[src/hdl/rcf_cfg.svh]
// Purpose: constants of the reset cause flag block
// Assumes: included by the package and by every design module
// Notes:   definitions only
`ifndef RCF_CFG_SVH
`define RCF_CFG_SVH

// bus widths
`define RCF_AW          8
`define RCF_DW          32
`define RCF_SW          4

// register byte offsets
`define RCF_OFS_CAUSE   8'h94
`define RCF_OFS_ISTAT   8'h00
`define RCF_OFS_IEN     8'h04
`define RCF_OFS_ICLR    8'h08

// cause flag vector: index inside the five-bit vector
`define RCF_NCAUSE      5
`define RCF_F_PIN       0
`define RCF_F_PWR       1
`define RCF_F_SW        2
`define RCF_F_WDG       3
`define RCF_F_LOCK      4

// field positions in the cause register
`define RCF_FLAG_LSB    26
`define RCF_FLAG_MSB    30
`define RCF_FLAG_MASK   32'h7c000000
`define RCF_RMV_BIT     23
`define RCF_RMV_LANE    2
`define RCF_IRQ_LANE    0

// reset values
`define RCF_FLAGS_RST   5'h03
`define RCF_CAUSE_RST   32'h0c000000

// answers on the bus
`define RCF_RESP_OKAY   2'h0
`define RCF_RESP_SLVERR 2'h2

`endif

[src/hdl/rcf_pkg.sv]
// Purpose: types shared by the reset cause flag modules
// Assumes: rcf_cfg.svh gives all widths
// Notes:   address decode lives here since read and write both use it
package rcf_pkg;
`include "rcf_cfg.svh"

    // register selected by an address
    typedef enum logic [2:0] {
        RCF_SEL_NONE,
        RCF_SEL_CAUSE,
        RCF_SEL_ISTAT,
        RCF_SEL_IEN,
        RCF_SEL_ICLR
    } rcf_sel_t;

    // reset events coming from the reset controller, high while active
    typedef struct packed {
        logic lockup;
        logic watchdog;
        logic software;
        logic brownout;
        logic pin;
    } rcf_evt_t;

    // state of the flag core
    typedef struct packed {
        logic [`RCF_NCAUSE-1:0] flags;
        logic                   rmv;
    } rcf_core_st_t;

    // state of the top: bus slave, clear request and interrupt logic
    typedef struct packed {
        logic                   aw_have;
        logic                   w_have;
        logic [`RCF_AW-1:0]     awaddr;
        logic [`RCF_DW-1:0]     wdata;
        logic [`RCF_SW-1:0]     wstrb;
        logic                   awready;
        logic                   wready;
        logic                   bvalid;
        logic [1:0]             bresp;
        logic                   ar_have;
        logic [`RCF_AW-1:0]     araddr;
        logic                   arready;
        logic                   rvalid;
        logic [1:0]             rresp;
        logic [`RCF_DW-1:0]     rdata;
        logic                   clr_req;
        logic [`RCF_NCAUSE-1:0] istat;
        logic [`RCF_NCAUSE-1:0] ien;
        logic                   irq;
    } rcf_top_st_t;

    // word-aligned address decode
    function automatic rcf_sel_t rcf_decode(input logic [`RCF_AW-1:0] a);
        rcf_sel_t s;
        s = RCF_SEL_NONE;
        if (a[`RCF_AW-1:2] == `RCF_OFS_CAUSE >> 2)
            s = RCF_SEL_CAUSE;
        else if (a[`RCF_AW-1:2] == `RCF_OFS_ISTAT >> 2)
            s = RCF_SEL_ISTAT;
        else if (a[`RCF_AW-1:2] == `RCF_OFS_IEN >> 2)
            s = RCF_SEL_IEN;
        else if (a[`RCF_AW-1:2] == `RCF_OFS_ICLR >> 2)
            s = RCF_SEL_ICLR;
        return s;
    endfunction

endpackage

[src/hdl/rcf_flag_core.sv]
// Purpose: sticky reset cause flags with a self-clearing remove request
// Assumes: events are synchronous levels, high while their reset is active
// Notes:   only power_on_reset_n restores the flags; aresetn leaves them alone
`timescale 1ns/1ps
`include "rcf_cfg.svh"
module rcf_flag_core
    import rcf_pkg::*;
(
    input  wire logic                   aclk,             // system clock
    input  wire logic                   aresetn,          // system reset, sync, low
    input  wire logic                   power_on_reset_n, // power-on reset, sync, low
    input  wire rcf_evt_t               ev,               // reset events
    input  wire logic                   clear_req,        // one-cycle remove request
    output logic [`RCF_NCAUSE-1:0]      flags             // cause flags, registered
);
    rcf_core_st_t           st_q;
    rcf_core_st_t           st_d;
    logic [`RCF_NCAUSE-1:0] set_v;

    // next state; a new event beats a clear in the same cycle
    always_comb begin
        set_v              = '0;
        set_v[`RCF_F_LOCK] = ev.lockup;
        set_v[`RCF_F_WDG]  = ev.watchdog;
        set_v[`RCF_F_SW]   = ev.software;
        set_v[`RCF_F_PWR]  = ev.brownout;
        set_v[`RCF_F_PIN]  = |ev;                // pin flag follows every reset
        st_d       = st_q;
        st_d.rmv   = clear_req;                  // lives one cycle only
        st_d.flags = (st_q.rmv ? '0 : st_q.flags) | set_v;
        if (!aresetn) begin
            st_d.rmv = 1'b0;                     // flags survive warm resets
        end
        if (!power_on_reset_n) begin
            st_d.rmv   = 1'b0;
            st_d.flags = `RCF_FLAGS_RST;
        end
    end

    // single state register
    always_ff @(posedge aclk) begin
        st_q <= st_d;
    end

    assign flags = st_q.flags;
endmodule

[src/hdl/rcf_top.sv]
// Purpose: reset cause status register behind an AXI4-Lite slave
// Assumes: single clock; reset events are synchronous levels from the
//          reset controller; one write and one read outstanding at most
// Notes:   interrupt status, enable and clear registers flag cause events
//
// The AXI4-Lite interface to the registers was chosen for this implementation.
`timescale 1ns/1ps
`include "rcf_cfg.svh"

module rcf_top
    import rcf_pkg::*;
(
    input  wire logic                   aclk,                 // system clock, 40 MHz
    input  wire logic                   aresetn,              // system reset, sync, low
    input  wire logic                   power_on_reset_n,     // power-on reset, sync, low
    input  wire logic                   cpu_lockup_rst,       // lock-up reset active
    input  wire logic                   watchdog_rst,         // watchdog reset active
    input  wire logic                   software_rst,         // system reset request
    input  wire logic                   brownout_rst,         // brown-out reset active
    input  wire logic                   external_reset_pin_n, // reset pin level, low
    input  wire logic [`RCF_AW-1:0]     s_axi_awaddr,         // write address
    input  wire logic [2:0]             s_axi_awprot,         // unused protection
    input  wire logic                   s_axi_awvalid,        // write address valid
    output logic                        s_axi_awready,        // write address ready
    input  wire logic [`RCF_DW-1:0]     s_axi_wdata,          // write data
    input  wire logic [`RCF_SW-1:0]     s_axi_wstrb,          // byte strobes
    input  wire logic                   s_axi_wvalid,         // write data valid
    output logic                        s_axi_wready,         // write data ready
    output logic [1:0]                  s_axi_bresp,          // write response
    output logic                        s_axi_bvalid,         // write response valid
    input  wire logic                   s_axi_bready,         // write response ready
    input  wire logic [`RCF_AW-1:0]     s_axi_araddr,         // read address
    input  wire logic [2:0]             s_axi_arprot,         // unused protection
    input  wire logic                   s_axi_arvalid,        // read address valid
    output logic                        s_axi_arready,        // read address ready
    output logic [`RCF_DW-1:0]          s_axi_rdata,          // read data
    output logic [1:0]                  s_axi_rresp,          // read response
    output logic                        s_axi_rvalid,         // read data valid
    input  wire logic                   s_axi_rready,         // read data ready
    output logic                        irq               // level interrupt
);
    rcf_top_st_t            st_q;
    rcf_top_st_t            st_d;
    rcf_evt_t               ev;
    logic [`RCF_NCAUSE-1:0] irq_ev;
    logic [`RCF_NCAUSE-1:0] flags;
    logic [`RCF_NCAUSE-1:0] clr_mask;
    logic [`RCF_DW-1:0]     rd_word;
    logic                   commit;
    rcf_sel_t               wsel;
    rcf_sel_t               rsel;

    // pack the reset events; the pin is active low at the port
    always_comb begin
        ev.lockup   = cpu_lockup_rst;
        ev.watchdog = watchdog_rst;
        ev.software = software_rst;
        ev.brownout = brownout_rst;
        ev.pin      = !external_reset_pin_n;
    end

    // interrupt sources: the pin bit fires only for a real pin reset
    always_comb begin
        irq_ev              = '0;
        irq_ev[`RCF_F_LOCK] = ev.lockup;
        irq_ev[`RCF_F_WDG]  = ev.watchdog;
        irq_ev[`RCF_F_SW]   = ev.software;
        irq_ev[`RCF_F_PWR]  = ev.brownout;
        irq_ev[`RCF_F_PIN]  = ev.pin;
    end

    // address decode of the held write and read addresses
    always_comb begin
        wsel   = rcf_decode(st_q.awaddr);
        rsel   = rcf_decode(st_q.araddr);
        commit = st_q.aw_have && st_q.w_have && !st_q.bvalid;
    end

    // read mux; reserved bits and the remove bit always read zero
    always_comb begin
        rd_word = '0;
        case (rsel)
            RCF_SEL_CAUSE: begin
                rd_word[`RCF_FLAG_MSB:`RCF_FLAG_LSB] = flags;
            end
            RCF_SEL_ISTAT: begin
                rd_word[`RCF_NCAUSE-1:0] = st_q.istat;
            end
            RCF_SEL_IEN: begin
                rd_word[`RCF_NCAUSE-1:0] = st_q.ien;
            end
            default: begin
                rd_word = '0;                     // clear register is write-only
            end
        endcase
    end

    // next state: bus slave, register writes and interrupt status
    always_comb begin
        st_d         = st_q;
        st_d.clr_req = 1'b0;
        clr_mask     = '0;

        // write channels are taken independently, in either order
        if (s_axi_awvalid && st_q.awready) begin
            st_d.aw_have = 1'b1;
            st_d.awaddr  = s_axi_awaddr;
        end
        if (s_axi_wvalid && st_q.wready) begin
            st_d.w_have = 1'b1;
            st_d.wdata  = s_axi_wdata;
            st_d.wstrb  = s_axi_wstrb;
        end
        if (st_q.bvalid && s_axi_bready) begin
            st_d.bvalid = 1'b0;
        end

        // both halves present: act on the write and answer it
        if (commit) begin
            st_d.aw_have = 1'b0;
            st_d.w_have  = 1'b0;
            st_d.bvalid  = 1'b1;
            st_d.bresp   = (wsel == RCF_SEL_NONE) ? `RCF_RESP_SLVERR : `RCF_RESP_OKAY;
            case (wsel)
                RCF_SEL_CAUSE: begin
                    // flags ignore the data; only a one in remove acts
                    st_d.clr_req = st_q.wstrb[`RCF_RMV_LANE]
                                   && st_q.wdata[`RCF_RMV_BIT];
                end
                RCF_SEL_IEN: begin
                    if (st_q.wstrb[`RCF_IRQ_LANE]) begin
                        st_d.ien = st_q.wdata[`RCF_NCAUSE-1:0];
                    end
                end
                RCF_SEL_ICLR: begin
                    if (st_q.wstrb[`RCF_IRQ_LANE]) begin
                        clr_mask = st_q.wdata[`RCF_NCAUSE-1:0];
                    end
                end
                default: begin
                    st_d.clr_req = 1'b0;          // status and unmapped: no effect
                end
            endcase
        end
        st_d.awready = !st_d.aw_have && !st_d.bvalid;
        st_d.wready  = !st_d.w_have && !st_d.bvalid;

        // read channel: data sampled one cycle after the address is taken
        if (s_axi_arvalid && st_q.arready) begin
            st_d.ar_have = 1'b1;
            st_d.araddr  = s_axi_araddr;
        end
        if (st_q.rvalid && s_axi_rready) begin
            st_d.rvalid = 1'b0;
        end
        if (st_q.ar_have && !st_q.rvalid) begin
            st_d.ar_have = 1'b0;
            st_d.rvalid  = 1'b1;
            st_d.rdata   = rd_word;
            st_d.rresp   = (rsel == RCF_SEL_NONE) ? `RCF_RESP_SLVERR : `RCF_RESP_OKAY;
        end
        st_d.arready = !st_d.ar_have && !st_d.rvalid;

        // sticky status: a new event wins over a clear in the same cycle
        st_d.istat = (st_q.istat & ~clr_mask) | irq_ev;
        st_d.irq   = |(st_d.istat & st_d.ien);

        // either reset returns the bus and interrupt state to idle
        if (!aresetn || !power_on_reset_n) begin
            st_d         = '0;
            st_d.awready = 1'b1;
            st_d.wready  = 1'b1;
            st_d.arready = 1'b1;
        end
    end

    // single state register
    always_ff @(posedge aclk) begin
        st_q <= st_d;
    end

    // flag storage sits on its own reset, see the core
    rcf_flag_core u_core (
        .aclk             (aclk),
        .aresetn          (aresetn),
        .power_on_reset_n (power_on_reset_n),
        .ev               (ev),
        .clear_req        (st_q.clr_req),
        .flags            (flags)
    );

    // outputs straight from the state register
    assign s_axi_awready = st_q.awready;
    assign s_axi_wready  = st_q.wready;
    assign s_axi_bvalid  = st_q.bvalid;
    assign s_axi_bresp   = st_q.bresp;
    assign s_axi_arready = st_q.arready;
    assign s_axi_rvalid  = st_q.rvalid;
    assign s_axi_rdata   = st_q.rdata;
    assign s_axi_rresp   = st_q.rresp;
    assign irq           = st_q.irq;
endmodule

[config.mk]
export PLATFORM = sky130hd
export DESIGN_NAME = rcf_top
export DESIGN_NICKNAME = d
export VERILOG_FILES = /design/src/hdl/rcf_pkg.sv /design/src/hdl/rcf_flag_core.sv /design/src/hdl/rcf_top.sv
export VERILOG_INCLUDE_DIRS = /design/src /design/src/hdl
export SDC_FILE = /design/constraint.sdc
export NUM_CORES = 1
export LEC_CHECK = 0
export CAP_MARGIN = 25
export CORE_MARGIN = 2
export CORE_UTILIZATION = 62
export DETAILED_ROUTE_END_ITERATION = 8
export DONT_BUFFER_PORTS = 1
export PLACE_DENSITY = 0.78
export REMOVE_ABC_BUFFERS = 1
export SLEW_MARGIN = 10
export SYNTH_ARGS = -nofsm -noshare
export SYNTH_HDL_FRONTEND = slang
export SYNTH_SLANG_ARGS = --single-unit
export TNS_END_PERCENT = 10
[constraint.sdc]
create_clock -name aclk -period 1.7 [get_ports aclk]
set_input_delay 0.085 -clock aclk [delete_from_list [all_inputs] [get_ports aclk]]
set_output_delay 0.085 -clock aclk [all_outputs]
set_load 0.01 [all_outputs]
# Word-level counts from Yosys, hierarchy flattened
# Cells that the tools add are included.
totals:
  ff_bits: 83
  input_bits: 71
op_classes:
  bitwise_logic: 7
  eq_ne: 12
  n_mux: 28
  reduce_logical: 31
ops:
  columns: ["cell", "count"]
  rows:
  - ["$mux 5", 8]
  - ["$mux 35", 1]
  - ["$mux 3", 9]
  - ["$eq 6x1->1 const B", 2]
  - ["$eq 6x2->1 const B", 2]
  - ["$eq 6x6->1 const B", 2]
  - ["$logic_and 1x1->1", 12]
  - ["$logic_not 6->1", 2]
  - ["$and 5x5->5", 2]
  - ["$logic_not 1->1", 10]
  - ["$or 5x5->5", 2]
  - ["$pmux 5 s2", 1]
  - ["$reduce_or 5->1", 2]
  - ["$eq 3x2->1 const B", 3]
  - ["$mux 9", 1]
  - ["$eq 3x1->1 const B", 2]
  - ["$logic_not 3->1", 2]
  - ["$mux 2", 3]
  - ["$mux 1", 5]
  - ["$not 5->5", 1]
  - ["$eq 3x3->1 const B", 1]
  - ["$reduce_or 3->1", 1]
  - ["$not 1->1", 2]
  - ["$reduce_and 2->1", 1]
  - ["$logic_or 1x1->1", 1]

# Logic depth before layout (Yosys ltp)
depth:
  ltp_word: 13
  mapped_depth: 6
  mapped_depth_nobuf: 5

# Cells and area by module
# From an unflattened synthesis, not the netlist that was laid out.
hier_totals:
  cells_unflattened: 288
  area_unflattened_um2: 2506.2
by_module_without_submodules:
  columns: ["mod", "area_per_inst_um2", "cells_each", "n_inst", "seq_area_each_um2"]
  rows:
  - ["rcf_top", 2260.9, 264, 1, 1041.0]
  - ["rcf_flag_core", 245.2, 24, 1, 120.1]

# Worst setup path after synthesis
# No wires, ideal clock.
synth_timing:
  path_type: "reg-to-reg"
  from: "register st_q, in the netlist s_axi_bvalid"
  to: "register st_q, in the netlist irq"
  stages_incl_launch_ff: 7
  synth_period_minus_slack_ps: 1595
  slack_ps: 105
  required_ps: 1578
  t_arrival_ps: 1474
  n_path_buf: 1
  setup_ps: 122
  path_cell_list: "dfxtp_1 > and3b_1 > clkbuf_8 > nand4b_4 > mux2i_1 > o22ai_1 > o311a_1"
synth_between:
  elab_chain_cells: 8
synth_rtl:
  columns: ["element", "line", "rtl"]
  rows:
  - ["start, declared", "rcf_top.sv:42", "rcf_top_st_t st_q;"]
  - ["start signal, assigned", "rcf_top.sv:179", "st_q <= st_d;"]
  - ["$logic_not 1->1 *", "rcf_top.sv:76", "commit = st_q.aw_have && st_q.w_have && !st_q.bvalid;"]
  - ["$logic_and 1x1->1 *", "rcf_top.sv:76", null]
  - ["$mux 5", "rcf_top.sv:119", "if (commit) begin"]
  - ["$not 5->5", "rcf_top.sv:165", "st_d.istat = (st_q.istat & ~clr_mask) | irq_ev;"]
  - ["$and 5x5->5", "rcf_top.sv:165", null]
  - ["$or 5x5->5", "rcf_top.sv:165", null]
  - ["$and 5x5->5 *", "rcf_top.sv:166", "st_d.irq = |(st_d.istat & st_d.ien);"]
  - ["$reduce_or 5->1 *", "rcf_top.sv:166", null]
# Mark *: on every way between the ends. The rest lies on a longest branch, timed or not.
# A chain may end at the register's enable or synchronous reset.

# Worst setup path in the final report
layout_timing:
  from: "register st_q[105] (netlist name)"
  to: "register st_q, in the netlist irq"
layout_between:
  elab_chain_cells: 13
layout_rtl:
  columns: ["element", "line", "rtl"]
  rows:
  - ["$eq 6x2->1", "rcf_pkg.sv:64", "else if (a[`RCF_AW-1:2] == `RCF_OFS_ICLR >> 2)"]
  - ["$mux 3", "rcf_pkg.sv:64", null]
  - ["$mux 3", "rcf_pkg.sv:62", "else if (a[`RCF_AW-1:2] == `RCF_OFS_IEN >> 2)"]
  - ["$mux 3", "rcf_pkg.sv:60", "else if (a[`RCF_AW-1:2] == `RCF_OFS_ISTAT >> 2)"]
  - ["$mux 3 *", "rcf_pkg.sv:58", "if (a[`RCF_AW-1:2] == `RCF_OFS_CAUSE >> 2)"]
  - ["$eq 3x3->1", "rcf_top.sv:124", "case (wsel)"]
  - ["$mux 5", "rcf_top.sv:124", null]
  - ["$mux 5", "rcf_top.sv:119", null]
  - ["$not 5->5", "rcf_top.sv:165", null]
  - ["$and 5x5->5", "rcf_top.sv:165", null]
  - ["$or 5x5->5", "rcf_top.sv:165", null]
  - ["$and 5x5->5 *", "rcf_top.sv:166", null]
  - ["$reduce_or 5->1 *", "rcf_top.sv:166", null]
# Marks and branches as above.

==> summary.md <==
| Metric | Value |
|---|---|
| Status | `finished with violations` |
| Violated checks | `negative setup slack` |
| Max_cap viols | `0` |
| Sw Share | `a little under a quarter` |
| Initial DRC Count | `between 90 and 100` |
| Setup Skew | `8.58 ps` |
| Final setup fails | `1` |
| Synth cell types | `33` |
| Worst r2r path cells | `5` |
| Die X | `67.4 µm` |
| Synth Instances | `around 290` |
| Max reg flops | `34` |
| Synth top area share | `46.6%` |
| FF-to-FF Start | `st_q[105]$_SDFFE_PN0P_` |
| Pre-CTS WS | `-10.2 ps` |
| Register area share after synthesis | `a little under half` |
| Sequential cell fraction of total power | `49.2%` |
| CP endpoint kind | `register` |
| Post-route ant nets | `0` |
| Htree depth | `3` |
| Max clock buf depth | `2` |
| Synth warn | `0` |
| CTS Buf Count | `9` |
| CTS clk-pin slew, worst paths | `around 60 ps` |
| Final nets | `404` |
| # DRC | `0` |
| Share of cells above drive strength 1 | `13.1%` |
| Core Region | `between 0.003 and 0.004 mm²` |
| Fin Hold WS | `between 10 and 15 ps` |
| Hold crit path type | `primary input to register` |
| Clk_lat worst skew | `roughly 330 ps` |
| DR WL met3 | `~250 µm` |
| Critical path type | `register to register` |
| All-layer global routing usage | `24.5%` |
| Area leader, netlist | `dfxtp_1` |
| Post-synthesis average cell area | `just under 9 µm²` |
| Largest Register | `st_q` |
| Fmax | `between 500 and 600 MHz` |
| PwrDens | `~940 mW/mm²` |
| Wirelength per Cell | `13.7 µm` |
| Combinational group share of total power | `under 10%` |
| Most frequent cells in the layout | `dfxtp_1, dlygate4sd3_1, nand2_1` |
| Top_reg_cell synth | `dfxtp_1` |
| Max Used Layer | `met4` |
| Most common cell after layout, fill and taps aside | `dfxtp_1` |
| Number of synthesized register bits | `between 50 and 60` |
| # port buffers | `0` |
| DP Area | `about 0.0024 mm²` |
| Layout area overhead | `24.4%` |
| Initial Util | `63.2%` |
| Met2 wire length | `2.62 mm` |
| Antenna diodes | `0` |
| NetSw | `~0.68 mW` |
| Reg2reg end | `irq$_SDFF_PN0_` |
| Gp weighted congestion | `0.804` |
| TritonCTS clock tree | `done` |
| DR vias/cell | `about 5.3` |
| RSZ-0062 raised after global routing | `true` |
| Die height | `about 67 µm` |
| Final instance area | `0.00310 mm²` |
| Largest net degree at the start of global routing | `48` |
| Mapped cell area | `about 0.0025 mm²` |
| First-pass GRT wire length | `8.20 mm` |
| Die Area | `0.00455 mm²` |
| Internal | `approximately 2.2 mW` |
| Critical path fanouts, max | `5` |
| Drt pass-1 iters | `4` |
| Drt total wl | `roughly 5.3 mm` |
| Clk root buf | `clkbuf_8` |
| Fin. max-slew vios | `0` |
| Metal-1 WL | `2.30 mm` |
| Total gr overflow | `0` |
| I/O Pins | `113` |
| Max VDD drop | `between 0.7 and 0.8 mV` |
| Number of synthesized flops with an enable pin | `0` |
| Setup_tns | `-3.97 ps` |
| Asr flop ratio synth | `0%` |
| R2r setup slk | `-4 ps` |
| Critical hold path startpoint | `s_axi_wvalid` |
| Leak | `between 1 and 1.5 nW` |
| Hold depth | `2` |
| Clk sinks | `between 50 and 60` |
| Row count | `23` |
| Final core utilization | `a little under 80%` |
| Fin crit share | `100%` |
| Final worst slack | `-3.97 ps` |
| Largest cells by area after synthesis | `dfxtp_1, buf_4, a21oi_1` |
| DP HPWL | `~3.2 mm` |
| CP arrival | `roughly 1900 ps` |
| CP startpoint kind | `register` |
| Fin. Hold Viols | `0` |
| Clock share of power | `between 40% and 50%` |
| Period minus WS final | `about 1700 ps` |
| Number of global-route vias before repair | `about 1900` |
| WHS Endpoint | `st_q[106]$_SDFF_PN0_` |
| Antenna violations before repair | `0` |
| CP required | `between 1500 and 2000 ps` |
| Routed vias | `about 2000` |
synthesized netlist by cell type (all sizes together), types with 2 or more instances:
| cell type | instances |
|---|---|
| nand3 | 18 |
| nand4 | 4 |
| inv | 8 |
| o21a | 2 |
| and3 | 3 |
| nor3 | 8 |
| mux2i | 5 |
| nor2 | 29 |
| o21ai | 4 |
| a22oi | 10 |
| nor2b | 4 |
| o22ai | 4 |
| nand2 | 32 |
| dfxtp | 58 |
| a21oi | 30 |
| clkbuf | 8 |
| nand2b | 4 |
| mux2 | 5 |
| nor4 | 3 |
| buf | 40 |
per-stage QoR:
stage,power [mW],cells
final,2.91,387
after global routing,3.02,387
after CTS,2.91,385
after detailed placement,1.63,325
after global placement,1.62,325
after floorplan,1.58,263
critical path, cell delays in order, from the launching register on:
cell      delay, ps
dfxtp_2         340
and4bb_1        320
nand4b_4        190
mux2i_2         240
o22ai_1         110
o311a_1         390
kinds of logic (layout without fill, tap and decap cells):
kind of cell | Yosys count | after routing | share of synthesized area [%]
simple gates | 111 | 111 | 22.6
flops | 58 | 58 | 46.6
buf+inv | 56 | 82 | 14.2
compound gates | 52 | 52 | 12.1
mux | 10 | 10 | 4.26
other cells | 1 | 24 | 0.150
power groups by stage:
stage	Combinational, mW	Sequential (mW)	Clock (mW)
after global placement	0.162	1.46	0
after global routing	0.292	1.44	1.30
final	0.264	1.43	1.21
after detailed placement	0.165	1.46	0
after CTS	0.254	1.43	1.22
after floorplan	0.124	1.45	0
metal layers:
layer  vias up  track usage, %
met5         -               0
met4         0            11.5
met3        15            5.67
met2        62            44.1
met1       947            27.1
li1       1015               -
how the worst max path moves through the flow:
stage	start	slack, ps	cells after the start	to
after floorplan	s_axi_bvalid$_SDFF_PN0_	50	5	irq$_SDFF_PN0_
final	st_q[105]$_SDFFE_PN0P_	-4	5	irq$_SDFF_PN0_
after CTS	st_q[102]$_SDFFE_PN0P_	1	5	irq$_SDFF_PN0_
after detailed placement	st_q[105]$_SDFFE_PN0P_	-10	5	irq$_SDFF_PN0_
after global placement	st_q[105]$_SDFFE_PN0P_	3	5	irq$_SDFF_PN0_
after global routing	st_q[105]$_SDFFE_PN0P_	-50	6	irq$_SDFF_PN0_
cell type report:
class / instances / area, µm²
Clock inverter: 3 / 40.0
Timing Repair Buffer: 59 / 568
Tap cell: 50 / 62.6
Fill cell: 269 / 841
Clock buffer: 12 / 145
Sequential cell: 58 / 1160
Multi-Input combinational cell: 197 / 1090
Inverter: 8 / 30.0
repair_timing:
item | in CTS | in global routing
setup endpoints to repair | 1 | 1
hold endpoints to repair | 35 | 0
buffers inserted | 0 | 2
resized for setup | 4 | 6
hold buffers | 45 | 0
pin swaps | 2 | 4
Power figures use the tool's default switching activity.
